$ cat config.mk
export PLATFORM = sky130hd
export DESIGN_NAME = imsf_status_regs
export DESIGN_NICKNAME = d
export VERILOG_FILES = /design/src/rtl/imsf_flag_bank.v /design/src/rtl/imsf_level_view.v /design/src/rtl/imsf_status_regs.v
export VERILOG_INCLUDE_DIRS = /design/src /design/src/rtl
export SDC_FILE = /design/constraint.sdc
export NUM_CORES = 1
export LEC_CHECK = 0
export ABC_AREA = 1
export BUFFER_PORTS_ARGS = -buffer_cell sky130_fd_sc_hd__buf_4
export CORE_ASPECT_RATIO = 1.4
export CORE_UTILIZATION = 25
export CTS_CLUSTER_SIZE = 8
export DETAILED_ROUTE_END_ITERATION = 16
export REMOVE_ABC_BUFFERS = 1
export SYNTH_ARGS = -nofsm -noshare
export SYNTH_HDL_FRONTEND = slang
export SYNTH_SLANG_ARGS = --single-unit
$ cat constraint.sdc
create_clock -name clk -period 2.47 [get_ports clk]
set_clock_uncertainty 0.1 [all_clocks]
set_input_delay 0.1235 -clock clk [delete_from_list [all_inputs] [get_ports clk]]
set_output_delay 0.1235 -clock clk [all_outputs]
set_load 0.05 [all_outputs]
$ cat src/rtl/imsf_regs_defs.vh
// Constants for the motion status, queue level and identity register slice.
// Assumes an APB slave with one aligned 32-bit word per register index.
`ifndef IMSF_REGS_DEFS_VH
`define IMSF_REGS_DEFS_VH

// Register indices, byte address is four times the index
`define IMSF_IDX_WAKE_STAT    10'h03b
`define IMSF_IDX_GEST_STAT    10'h03c
`define IMSF_IDX_LEVEL_UPPER  10'h03d
`define IMSF_IDX_LEVEL_LOWER  10'h03e
`define IMSF_IDX_READ_PORT    10'h03f
`define IMSF_IDX_IDENTITY     10'h075
`define IMSF_IDX_BANK_SEL     10'h079
`define IMSF_IDX_LEVEL_CFG    10'h080
`define IMSF_IDX_IRQ_STAT     10'h081
`define IMSF_IDX_IRQ_EN       10'h082
`define IMSF_IDX_IRQ_CLR      10'h083

// Wake status field positions
`define IMSF_WAKE_SIG_MOTION  3
`define IMSF_WAKE_X           2
`define IMSF_WAKE_Y           1
`define IMSF_WAKE_Z           0
`define IMSF_WAKE_LSB         0
`define IMSF_WAKE_W           4

// Gesture status field positions
`define IMSF_GEST_STEP        5
`define IMSF_GEST_STEP_OVF    4
`define IMSF_GEST_TILT        3
`define IMSF_GEST_FREEFALL    2
`define IMSF_GEST_LOW_ACCEL   1
`define IMSF_GEST_LSB         1
`define IMSF_GEST_W           5

// Level configuration field positions
`define IMSF_CFG_UNIT_REC     6
`define IMSF_CFG_BIG_ENDIAN   5
`define IMSF_CFG_SMALL_REC    0
`define IMSF_CFG_MASK         8'h61

// Interrupt status layout: gesture events above wake events
`define IMSF_IRQ_W            9

// Record sizes as shift amounts (16 bytes, 8 bytes)
`define IMSF_REC_FULL_SHIFT   4
`define IMSF_REC_SMALL_SHIFT  3

// Reset values
`define IMSF_RST_STAT         8'h00
`define IMSF_RST_LEVEL        8'h00
`define IMSF_RST_PORT_EMPTY   8'hff
`define IMSF_RST_BANK_SEL     8'h00
`define IMSF_RST_LEVEL_CFG    8'h00
`define IMSF_RST_IRQ_EN       9'h000

`endif

$ cat src/rtl/imsf_flag_bank.v
// Sticky event flags, one flip-flop per bit, set wins over clear.
// Assumes set and clear come from logic on the same clock.
`timescale 1ns/1ps
`default_nettype none

module imsf_flag_bank #(
    parameter W = 4
) (
    input  wire         clk,
    input  wire         rstn,
    input  wire [W-1:0] set_vec,
    input  wire [W-1:0] clr_vec,
    output wire [W-1:0] flags
);

    genvar i;
    generate
        for (i = 0; i < W; i = i + 1) begin : g_flag
            reg flag_r;
            always @(posedge clk) begin
                if (!rstn) begin
                    flag_r <= 1'b0;
                end else if (set_vec[i]) begin
                    flag_r <= 1'b1;
                end else if (clr_vec[i]) begin
                    flag_r <= 1'b0;
                end
            end
            assign flags[i] = flag_r;
        end
    endgenerate

endmodule // imsf_flag_bank

`default_nettype wire

$ cat src/rtl/imsf_level_view.v
// Queue fill level formatting and two-byte snapshot.
// Assumes the level input is a byte count from the queue on the same clock.
`timescale 1ns/1ps
`default_nettype none
`include "imsf_regs_defs.vh"

module imsf_level_view (
    input  wire        clk,
    input  wire        rstn,
    input  wire [15:0] level_bytes,
    input  wire        unit_rec,
    input  wire        small_rec,
    input  wire        big_endian,
    input  wire        snap,
    output wire [7:0]  fresh_lower,
    output wire [7:0]  snap_upper,
    output wire [7:0]  snap_lower
);

    reg  [7:0]  upper_r;
    reg  [7:0]  lower_r;
    wire [15:0] level_units;
    wire [7:0]  view_upper;
    wire [7:0]  view_lower;

    // Bytes or records
    assign level_units = !unit_rec  ? level_bytes :
                         small_rec  ? (level_bytes >> `IMSF_REC_SMALL_SHIFT) :
                                      (level_bytes >> `IMSF_REC_FULL_SHIFT);

    // Byte order of the pair
    assign view_upper = big_endian ? level_units[7:0]  : level_units[15:8];
    assign view_lower = big_endian ? level_units[15:8] : level_units[7:0];

    assign fresh_lower = view_lower;

    // Both bytes refresh together
    always @(posedge clk) begin
        if (!rstn) begin
            upper_r <= `IMSF_RST_LEVEL;
            lower_r <= `IMSF_RST_LEVEL;
        end else if (snap) begin
            upper_r <= view_upper;
            lower_r <= view_lower;
        end
    end

    assign snap_upper = upper_r;
    assign snap_lower = lower_r;

endmodule // imsf_level_view

`default_nettype wire

$ cat src/rtl/imsf_status_regs.v
// APB register slice: motion status, queue level and read port, identity,
// extended bank select, level configuration and interrupt registers.
// Assumes motion events and queue signals come from logic on clk.
//
// Register access over APB is this design's own decision.
`timescale 1ns/1ps
`default_nettype none
`include "imsf_regs_defs.vh"

module imsf_status_regs #(
    parameter [7:0] IDENTITY_VALUE = 8'h5a // Arbitrary value
) (
    input  wire        clk,
    input  wire        rstn,
    input  wire        psel,
    input  wire        penable,
    input  wire        pwrite,
    input  wire [11:0] paddr,
    input  wire [31:0] pwdata,
    input  wire [3:0]  pstrb,
    output wire [31:0] prdata,
    output wire        pready,
    output wire        pslverr,
    input  wire        evt_sig_motion,
    input  wire        evt_wake_x,
    input  wire        evt_wake_y,
    input  wire        evt_wake_z,
    input  wire        evt_step,
    input  wire        evt_step_ovf,
    input  wire        evt_tilt,
    input  wire        evt_freefall,
    input  wire        evt_low_accel,
    input  wire [15:0] queue_level_bytes,
    input  wire [7:0]  queue_head_data,
    output wire        queue_pop,
    output wire [7:0]  ext_bank_sel,
    output wire        irq
);

    // Bus phases
    wire        setup_ph;
    wire        access_ph;
    wire        acc_rd;
    wire        acc_wr;
    wire [9:0]  idx;
    wire        addr_ok;
    wire        lane0;
    wire        lane1;

    // Register hits
    wire        hit_wake;
    wire        hit_gest;
    wire        hit_lower;
    wire        hit_port;
    wire        hit_bank;
    wire        hit_cfg;
    wire        hit_ien;
    wire        hit_iclr;

    // Access phase strobes
    wire        rd_wake;
    wire        rd_gest;
    wire        rd_port;
    wire        wr_bank;
    wire        wr_cfg;
    wire        wr_ien;
    wire        wr_iclr;

    // Read capture
    reg  [31:0] prdata_r;
    reg  [31:0] prdata_nxt;
    reg         slverr_r;
    reg         slverr_nxt;

    // Software state
    reg  [7:0]  bank_sel_r;
    reg  [7:0]  level_cfg_r;
    reg  [8:0]  irq_en_r;
    reg  [7:0]  bank_sel_nxt;
    reg  [7:0]  level_cfg_nxt;
    reg  [8:0]  irq_en_nxt;
    reg         irq_r;

    // Event vectors
    wire [3:0]  wake_set;
    wire [4:0]  gest_set;
    wire [3:0]  wake_clr;
    wire [4:0]  gest_clr;
    wire [3:0]  wake_flags;
    wire [4:0]  gest_flags;
    wire [8:0]  irq_set;
    wire [8:0]  irq_clr;
    wire [8:0]  irq_flags;
    wire [8:0]  irq_lane_mask;

    // Status bytes
    wire [7:0]  wake_byte;
    wire [7:0]  gest_byte;

    // Level view
    wire        snap_level;
    wire [7:0]  fresh_lower;
    wire [7:0]  snap_upper;
    wire [7:0]  snap_lower;
    wire        queue_empty;

    assign setup_ph  = psel & ~penable;
    assign access_ph = psel & penable;
    assign acc_rd    = access_ph & ~pwrite;
    assign acc_wr    = access_ph & pwrite;
    assign idx       = paddr[11:2];
    assign addr_ok   = (paddr[1:0] == 2'b00);
    assign lane0     = pstrb[0];
    assign lane1     = pstrb[1];

    // Register decode, aligned word addresses only
    assign hit_wake  = addr_ok && (idx == `IMSF_IDX_WAKE_STAT);
    assign hit_gest  = addr_ok && (idx == `IMSF_IDX_GEST_STAT);
    assign hit_lower = addr_ok && (idx == `IMSF_IDX_LEVEL_LOWER);
    assign hit_port  = addr_ok && (idx == `IMSF_IDX_READ_PORT);
    assign hit_bank  = addr_ok && (idx == `IMSF_IDX_BANK_SEL);
    assign hit_cfg   = addr_ok && (idx == `IMSF_IDX_LEVEL_CFG);
    assign hit_ien   = addr_ok && (idx == `IMSF_IDX_IRQ_EN);
    assign hit_iclr  = addr_ok && (idx == `IMSF_IDX_IRQ_CLR);

    // Side effects in the access phase, except the level snapshot taken in the setup phase
    assign rd_wake   = acc_rd & hit_wake;
    assign rd_gest   = acc_rd & hit_gest;
    assign rd_port   = acc_rd & hit_port;
    assign wr_bank   = acc_wr & hit_bank;
    assign wr_cfg    = acc_wr & hit_cfg;
    assign wr_ien    = acc_wr & hit_ien;
    assign wr_iclr   = acc_wr & hit_iclr;

    // Slave always answers in the access phase
    assign pready  = 1'b1;
    assign prdata  = prdata_r;
    assign pslverr = slverr_r;

    // Motion events into status positions
    assign wake_set[`IMSF_WAKE_SIG_MOTION] = evt_sig_motion;
    assign wake_set[`IMSF_WAKE_X]          = evt_wake_x;
    assign wake_set[`IMSF_WAKE_Y]          = evt_wake_y;
    assign wake_set[`IMSF_WAKE_Z]          = evt_wake_z;

    assign gest_set[`IMSF_GEST_STEP - `IMSF_GEST_LSB]      = evt_step;
    assign gest_set[`IMSF_GEST_STEP_OVF - `IMSF_GEST_LSB]  = evt_step_ovf;
    assign gest_set[`IMSF_GEST_TILT - `IMSF_GEST_LSB]      = evt_tilt;
    assign gest_set[`IMSF_GEST_FREEFALL - `IMSF_GEST_LSB]  = evt_freefall;
    assign gest_set[`IMSF_GEST_LOW_ACCEL - `IMSF_GEST_LSB] = evt_low_accel;

    // Status bytes, reserved positions fixed at zero
    assign wake_byte[`IMSF_WAKE_LSB +: `IMSF_WAKE_W]      = wake_flags;
    assign wake_byte[7:`IMSF_WAKE_W]                      = 4'h0;
    assign gest_byte[`IMSF_GEST_LSB +: `IMSF_GEST_W]      = gest_flags;
    assign gest_byte[7:(`IMSF_GEST_LSB + `IMSF_GEST_W)]   = 2'b00;
    assign gest_byte[0]                                   = 1'b0;

    // Clear only the bits that were returned to the host
    assign wake_clr = rd_wake ? prdata_r[`IMSF_WAKE_LSB +: `IMSF_WAKE_W] : 4'h0;
    assign gest_clr = rd_gest ? prdata_r[`IMSF_GEST_LSB +: `IMSF_GEST_W] : 5'h00;

    imsf_flag_bank #(
        .W (`IMSF_WAKE_W)
    ) u_wake_flags (
        .clk     (clk),
        .rstn    (rstn),
        .set_vec (wake_set),
        .clr_vec (wake_clr),
        .flags   (wake_flags)
    );

    imsf_flag_bank #(
        .W (`IMSF_GEST_W)
    ) u_gest_flags (
        .clk     (clk),
        .rstn    (rstn),
        .set_vec (gest_set),
        .clr_vec (gest_clr),
        .flags   (gest_flags)
    );

    // Interrupt status, write one to clear, set wins
    assign irq_set       = {gest_set, wake_set};
    assign irq_lane_mask = {lane1, {8{lane0}}};
    assign irq_clr       = wr_iclr ? (pwdata[8:0] & irq_lane_mask) : 9'h000;

    imsf_flag_bank #(
        .W (`IMSF_IRQ_W)
    ) u_irq_flags (
        .clk     (clk),
        .rstn    (rstn),
        .set_vec (irq_set),
        .clr_vec (irq_clr),
        .flags   (irq_flags)
    );

    // Interrupt line from a flip-flop
    always @(posedge clk) begin
        if (!rstn) begin
            irq_r <= 1'b0;
        end else begin
            irq_r <= |(irq_flags & irq_en_r);
        end
    end

    assign irq = irq_r;

    // Snapshot taken as the lower byte is read
    assign snap_level = setup_ph && !pwrite && hit_lower;

    imsf_level_view u_level (
        .clk         (clk),
        .rstn        (rstn),
        .level_bytes (queue_level_bytes),
        .unit_rec    (level_cfg_r[`IMSF_CFG_UNIT_REC]),
        .small_rec   (level_cfg_r[`IMSF_CFG_SMALL_REC]),
        .big_endian  (level_cfg_r[`IMSF_CFG_BIG_ENDIAN]),
        .snap        (snap_level),
        .fresh_lower (fresh_lower),
        .snap_upper  (snap_upper),
        .snap_lower  (snap_lower)
    );

    assign queue_empty = (queue_level_bytes == 16'h0000);

    // Pop the head byte when a port read completes
    assign queue_pop = rd_port && !queue_empty;

    // Read data and error decode in the setup phase
    always @* begin
        prdata_nxt = 32'h0000_0000;
        slverr_nxt = 1'b0;
        if (!addr_ok) begin
            slverr_nxt = 1'b1;
        end else begin
            case (idx)
                `IMSF_IDX_WAKE_STAT: begin
                    prdata_nxt[7:0] = wake_byte;
                    slverr_nxt      = pwrite;
                end
                `IMSF_IDX_GEST_STAT: begin
                    prdata_nxt[7:0] = gest_byte;
                    slverr_nxt      = pwrite;
                end
                `IMSF_IDX_LEVEL_UPPER: begin
                    prdata_nxt[7:0] = snap_upper;
                    slverr_nxt      = pwrite;
                end
                `IMSF_IDX_LEVEL_LOWER: begin
                    prdata_nxt[7:0] = fresh_lower;
                    slverr_nxt      = pwrite;
                end
                `IMSF_IDX_READ_PORT: begin
                    prdata_nxt[7:0] = queue_empty ? `IMSF_RST_PORT_EMPTY :
                                                    queue_head_data;
                    slverr_nxt      = pwrite;
                end
                `IMSF_IDX_IDENTITY: begin
                    prdata_nxt[7:0] = IDENTITY_VALUE;
                    slverr_nxt      = pwrite;
                end
                `IMSF_IDX_BANK_SEL: begin
                    prdata_nxt[7:0] = bank_sel_r;
                end
                `IMSF_IDX_LEVEL_CFG: begin
                    prdata_nxt[7:0] = level_cfg_r;
                end
                `IMSF_IDX_IRQ_STAT: begin
                    prdata_nxt[8:0] = irq_flags;
                    slverr_nxt      = pwrite;
                end
                `IMSF_IDX_IRQ_EN: begin
                    prdata_nxt[8:0] = irq_en_r;
                end
                `IMSF_IDX_IRQ_CLR: begin
                    slverr_nxt = ~pwrite;
                end
                default: begin
                    slverr_nxt = 1'b1;
                end
            endcase
        end
    end

    always @(posedge clk) begin
        if (!rstn) begin
            prdata_r <= 32'h0000_0000;
            slverr_r <= 1'b0;
        end else if (setup_ph) begin
            prdata_r <= pwrite ? 32'h0000_0000 : prdata_nxt;
            slverr_r <= slverr_nxt;
        end
    end

    // Writable register next values, lane 0 carries the low byte, lane 1 interrupt enable bit 8
    always @* begin
        bank_sel_nxt  = bank_sel_r;
        level_cfg_nxt = level_cfg_r;
        irq_en_nxt    = irq_en_r;
        if (wr_bank && lane0) begin
            bank_sel_nxt = pwdata[7:0];
        end
        if (wr_cfg && lane0) begin
            level_cfg_nxt = pwdata[7:0] & `IMSF_CFG_MASK;
        end
        if (wr_ien && lane0) begin
            irq_en_nxt[7:0] = pwdata[7:0];
        end
        if (wr_ien && lane1) begin
            irq_en_nxt[8] = pwdata[8];
        end
    end

    always @(posedge clk) begin
        if (!rstn) begin
            bank_sel_r  <= `IMSF_RST_BANK_SEL;
            level_cfg_r <= `IMSF_RST_LEVEL_CFG;
            irq_en_r    <= `IMSF_RST_IRQ_EN;
        end else begin
            bank_sel_r  <= bank_sel_nxt;
            level_cfg_r <= level_cfg_nxt;
            irq_en_r    <= irq_en_nxt;
        end
    end

    assign ext_bank_sel = bank_sel_r;

endmodule // imsf_status_regs

`default_nettype wire

# ---- Yosys cells after proc, flatten, opt, wreduce, memory -nomap -nowiden
# Index checks and enable logic that the tools add are counted.
dict set report word_totals {
  output_inout_bits 44
  elab_cells 142
  register_bits 80
  inputBits 86
}
dict set report op_classes {
  n_bitwise 15
  n_eq_ne 11
  n_reduce_logical 40
  mux 50
}
# cell n
set op_table {}
lappend op_table {{case mux 8 bit (10 select lines)} 1}
lappend op_table {{equality test 10 x 6 -> 1 bit (second input constant)} 5}
lappend op_table {{equality test 10 x 8 -> 1 bit (second input constant)} 4}
lappend op_table {{2-to-1 mux 1 bit} 37}
lappend op_table {{nonzero test 2 bit} 18}
lappend op_table {{2-to-1 mux 9 bit} 3}
lappend op_table {{2-to-1 mux 8 bit} 3}
lappend op_table {{equality test 10 x 7 -> 1 bit (second input constant)} 2}
lappend op_table {{bitwise AND 9 bit} 2}
lappend op_table {{logical NOT 16 bit} 1}
lappend op_table {{2-to-1 mux 16 bit} 1}
lappend op_table {{logical AND 1 bit} 15}
lappend op_table {{2-to-1 mux 13 bit} 1}
lappend op_table {{bitwise AND 1 bit} 11}
lappend op_table {{OR reduction 9 bit} 1}
lappend op_table {{OR reduction 7 bit} 1}
lappend op_table {{2-to-1 mux 5 bit} 1}
lappend op_table {{2-to-1 mux 4 bit} 1}
lappend op_table {{case mux 1 bit (3 select lines)} 1}
lappend op_table {{OR reduction 3 bit} 1}
lappend op_table {{logical NOT 1 bit} 2}
lappend op_table {{logical NOT 2 bit} 1}
lappend op_table {{NOT 1 bit} 2}
lappend op_table {{case mux 1 bit (2 select lines)} 1}

# ---- Longest topological paths before layout
dict set report logic_depth {
  word_depth 6
  ltp_mapped 12
  ltp_nobuf 12
}

# ---- Hierarchy
# A second synthesis with hierarchy kept.
dict set report hier_totals {
  hier_cells 721
  area_unflattened_um2 4553.1
}
# mod seq_area_each_um2 cells_per_inst area_per_inst_um2 n_inst
set modules_own_cells {}
lappend modules_own_cells {imsf_status_regs 620.6 414 2580.0 1}
lappend modules_own_cells {imsf_level_view 320.3 196 1173.6 1}
lappend modules_own_cells {{imsf_flag_bank at u_irq_flags} 180.2 55 397.9 1}
lappend modules_own_cells {{imsf_flag_bank at u_gest_flags} 100.1 31 222.7 1}
lappend modules_own_cells {{imsf_flag_bank at u_wake_flags} 80.1 25 178.9 1}

# ---- Worst setup path after synthesis
# Ideal clock, no wire load.
dict set report synth_path {
  path_type {input to output}
  startpoint {in paddr[7]}
  endpoint {out queue_pop}
  setup_slack_ns 0.220
  stages 4
  path_buffers 0
  arrival_ns 2.026
  required_ns 2.247
  cell_sequence {nand2_1 -> nor2_2 -> nand2_1 -> nor4_1}
}
dict set report synth_via {
  elab_chain_len 4
}
# element line
set synth_lines {}
lappend synth_lines {{start, declared} imsf_status_regs.v:18} ;# input wire [11:0] paddr,
lappend synth_lines {{equality test 10 x 6 -> 1 bit} n/a}
lappend synth_lines {{logical AND 1 bit} imsf_status_regs.v:120} ;# assign hit_port = addr_ok && (idx == `IMSF_IDX_READ_PORT);
lappend synth_lines {{bitwise AND 1 bit} imsf_status_regs.v:129} ;# assign rd_port = acc_rd & hit_port;
lappend synth_lines {{logical AND 1 bit} imsf_status_regs.v:228} ;# assign queue_pop = rd_port && !queue_empty;
lappend synth_lines {{end, declared} imsf_status_regs.v:35} ;# output wire queue_pop,
# Every way passes these cells.

# ---- Worst setup path after layout
dict set report layout_path {
  startpoint {reg level_cfg_r[6]}
  endpoint {reg prdata_r[3] (netlist: prdata[3])}
}
dict set report layout_via {
  elab_chain_len 5
}
# element line
set layout_lines {}
lappend layout_lines {{start, declared} imsf_status_regs.v:77} ;# reg [7:0] level_cfg_r;
lappend layout_lines {{start signal, assigned} imsf_status_regs.v:318} ;# level_cfg_r <= `IMSF_RST_LEVEL_CFG;
lappend layout_lines {{start signal, assigned} imsf_status_regs.v:322} ;# level_cfg_r <= level_cfg_nxt;
lappend layout_lines {{2-to-1 mux 16 bit} imsf_level_view.v:27} ;# assign level_units = !unit_rec ? level_bytes :
lappend layout_lines {{2-to-1 mux 8 bit} imsf_level_view.v:33} ;# assign view_lower = big_endian ? level_units[15:8] : level_units[7:0];
lappend layout_lines {{case mux 8 bit (10 select lines)} imsf_status_regs.v:237} ;# case (idx)
lappend layout_lines {{2-to-1 mux 9 bit} imsf_status_regs.v:234} ;# if (!addr_ok) begin
lappend layout_lines {{2-to-1 mux 9 bit} imsf_status_regs.v:291} ;# prdata_r <= pwrite ? 32'h0000_0000 : prdata_nxt;
lappend layout_lines {{end signal, assigned} imsf_status_regs.v:291}
lappend layout_lines {{end, declared} imsf_status_regs.v:70} ;# reg [31:0] prdata_r;
# Every way passes these cells.
# A chain may end at the register's enable or synchronous reset.

==> reports/results.txt <==
status = complete, but fails checks
violated checks = hold timing
Netlist cell types = 36
Post-Synth XOR/XNOR Area = 0%
drt pass-1 iters = 6
DP Worst Slack = 0.589 ns
Vias/cell = 4.70
Worst-Skew Late Latency = 0.33 ns
fmax = 574 MHz
Die ar. = 15,800 um2
number of global-route vias before repair = 3,784
first-pass GRT wire length = 20,000 um
number of synthesized flops with an enable pin = 0
worst hold path type = in -> reg
fill count = 1,697
Ports = 130
PortBufs = 80
CP endpoint kind = flop
max-slew violations = 0
multi-input logic area = 2210 um2
post-synthesis sequential area ratio = 29.8%
post-route setup slack = 0.727 ns
Final period util = 70.6%
Vert. Die Dim = 148 um
Rows = 53
setup TNS = 0 ns
Initial DRC Count = 279
slew of the pin with the lowest slew margin = 0.511 ns
worst-path fanout max = 27
Synth top area share = 29.8%
wire length per cell = 14.4 um
GPL Wtd Cong = 0.930
Root Buffer = clkbuf_16
IR drop worst, VDD = 0.272 mV
final hold viol count = 1
post-synth top area cell = dfxtp_1
most instantiated cells after synthesis = 127 x nand2_1, 70 x nand3_1, 66 x nor2_1
Leak = 2.33 nW
cts bufs inserted = 9
antenna-violating nets left = 0
main combinational cell family by area after synthesis = simple AND/OR/NAND/NOR gates
cell area after synthesis = 3820 um2
largest net degree at the start of global routing = 28
Tot Pwr = 2.43 mW
RSZ-0062 raised after global routing = no
area share of fa/ha/maj cells after synthesis = 0%
compound-gate portion of the synthesized area = 18.1%
Mean Syn Cell Area = 6.31 um2
final net count = 786
max_slew headroom = 65.9%
Core Util, Final = 33.1%
async set or reset register ratio after synthesis = 0%
CTS max path bufs = 2
simple-gate area share of the yosys netlist = 37.4%
Yosys warning total = 0
Startpoint Class = flop
Clock Sink Count = 57
gr ovfl total = 0
Most used DFF post-synth = dfxtp_1
Synth Register Bits = 57
detailed placement HPWL = 10,100 um
CTS H-tree lvls = 3
core area = 15,000 um2
Finish-stage setup viols = 0
post-CTS sizing = 0
critical path class = reg -> reg
CTS tree = done
share of post-route cells with drive strength above 1 = 21.3%
CTS clk-pin slew, worst paths = 0.05 ns
top-count cell post-synth = nand2_1
register area = 1140 um2
CP Data Arrival Time = 1.85 ns
via count = 4,211
Initial Util = 25.5%
multiplexer area fraction after synthesis = 0%
min cycle time layout = 1.74 ns
DRC = 0
DIE WIDTH = 107 um
top post-synthesis cells by area = dfxtp_1 30%, nand2_1 12%, nand3_1 9.2%, nor2_1 6.5%, a21oi_1 6.4%
Cells after Synth = 606
drt total wl = 12,900 um
Hold Slack = -0.00145 ns
antenna cells = 0
# Max-Cap Violations = 0
power density over cell area = 490 nW/um2
WP data required = 2.58 ns
antenna violations before repair = 0
GRT Overall Usage = 16.7%
area grow syn2layout = 29.6%
==> placed cells by master, fill, tap and decap left out, types with 2 or more instances in the layout <==
master and n:
nand2_1 127, buf_4 88, nand3_1 70, nor2_1 66, inv_1 63, dfxtp_1 57, a21oi_1 49, o21ai_0 38
conb_1 24, dlygate4sd3_1 16, o21ai_1 12, nand2_2 11, nand4_1 9, clkbuf_16 9, inv_2 8, nor2_4 8
a21oi_2 8, nor2_2 5, nor3_1 4, o211ai_1 4, a211oi_1 3, nand3_2 2, or2_2 2, a22o_1 2
a22oi_1 2, a31oi_1 2, clkinv_2 2, clkbuf_1 2
==> metal layers <==
layer	vias up	global-route usage (%)	wire, um	share of wire, %
met3	24	2.67	874	6.8
met4	0	8.63	449	3.5
met2	160	29.1	6300	49
met5	-	0	0	0
li1	2117	-	-	-
met1	1910	19.6	5280	41
==> repair_timing <==
action,4_1_cts,5_1_grt
hold buffers,16,0
hold endpoints to repair,30,0
setup buffers,0,0
==> worst max-delay path, cell delays in order (launching register included) <==
cell and delay, ns:
dfxtp_1 0.30, buf_4 0.25, inv_1 0.19, nand2_1 0.12, nand3_1 0.08, nand2_1 0.08
nor2_1 0.05, nor2_1 0.20, nand3_1 0.11, nand2_2 0.09, a21oi_2 0.04
==> through the flow <==
| stage | instance area (um2) | hold slack [ns] | std cells |
|---|---|---|---|
| floorplan | 3630 | 0.158 | 585 |
| global placement | 4530 | 0.302 | 865 |
| detailed placement | 4530 | 0.302 | 865 |
| CTS | 4960 | 0.00345 | 896 |
| global route | 4960 | 0.00511 | 896 |
| finish | 4960 | -0.00145 | 896 |
==> path summary, 6_finish.rpt <==
kind,startpoint,end,slack (ns),cells after the start
setup / recovery,level_cfg_r[6],prdata[3],0.73,10
hold / removal,evt_step,u_irq_flags.g_flag[8].flag_r,-0.001,3
setup reg to reg,level_cfg_r[6],prdata[3],0.73,10
hold reg to reg,prdata[8],prdata[8],0.38,2
==> cells by family after synthesis <==
kind of cell / after synthesis
compound gates: 123
simple gates: 308
buf+inv: 116
other cells: 2
flops: 57
==> sequential cells by signal, indices dropped and copies added, names as in the netlist <==
name                        cells
irq                             1
u_level.snap_upper              8
irq_en_r                        9
level_cfg_r                     3
prdata                          9
u_wake_flags.g_flag.flag_r      4
ext_bank_sel                    8
u_gest_flags.g_flag.flag_r      5
u_irq_flags.g_flag.flag_r       9
pslverr                         1
==> final cells by class <==
cell class,instances,share of cell area [%]
multi-input cells,455,44.6
flip-flops and latches,57,23.0
repair buffers,104,16.6
inverters,73,5.63
clock buffers,12,4.97
well taps,192,4.85
clock inverters,3,0.353
==> where the power goes <==
part           leakage, nW  switching [mW]  internal (mW)
clock                0.128           0.427          0.695
sequential           0.465          0.0192          0.944
combinational         1.74           0.225          0.121
total                 2.33           0.671           1.76
(Power assumes the default switching activity.)
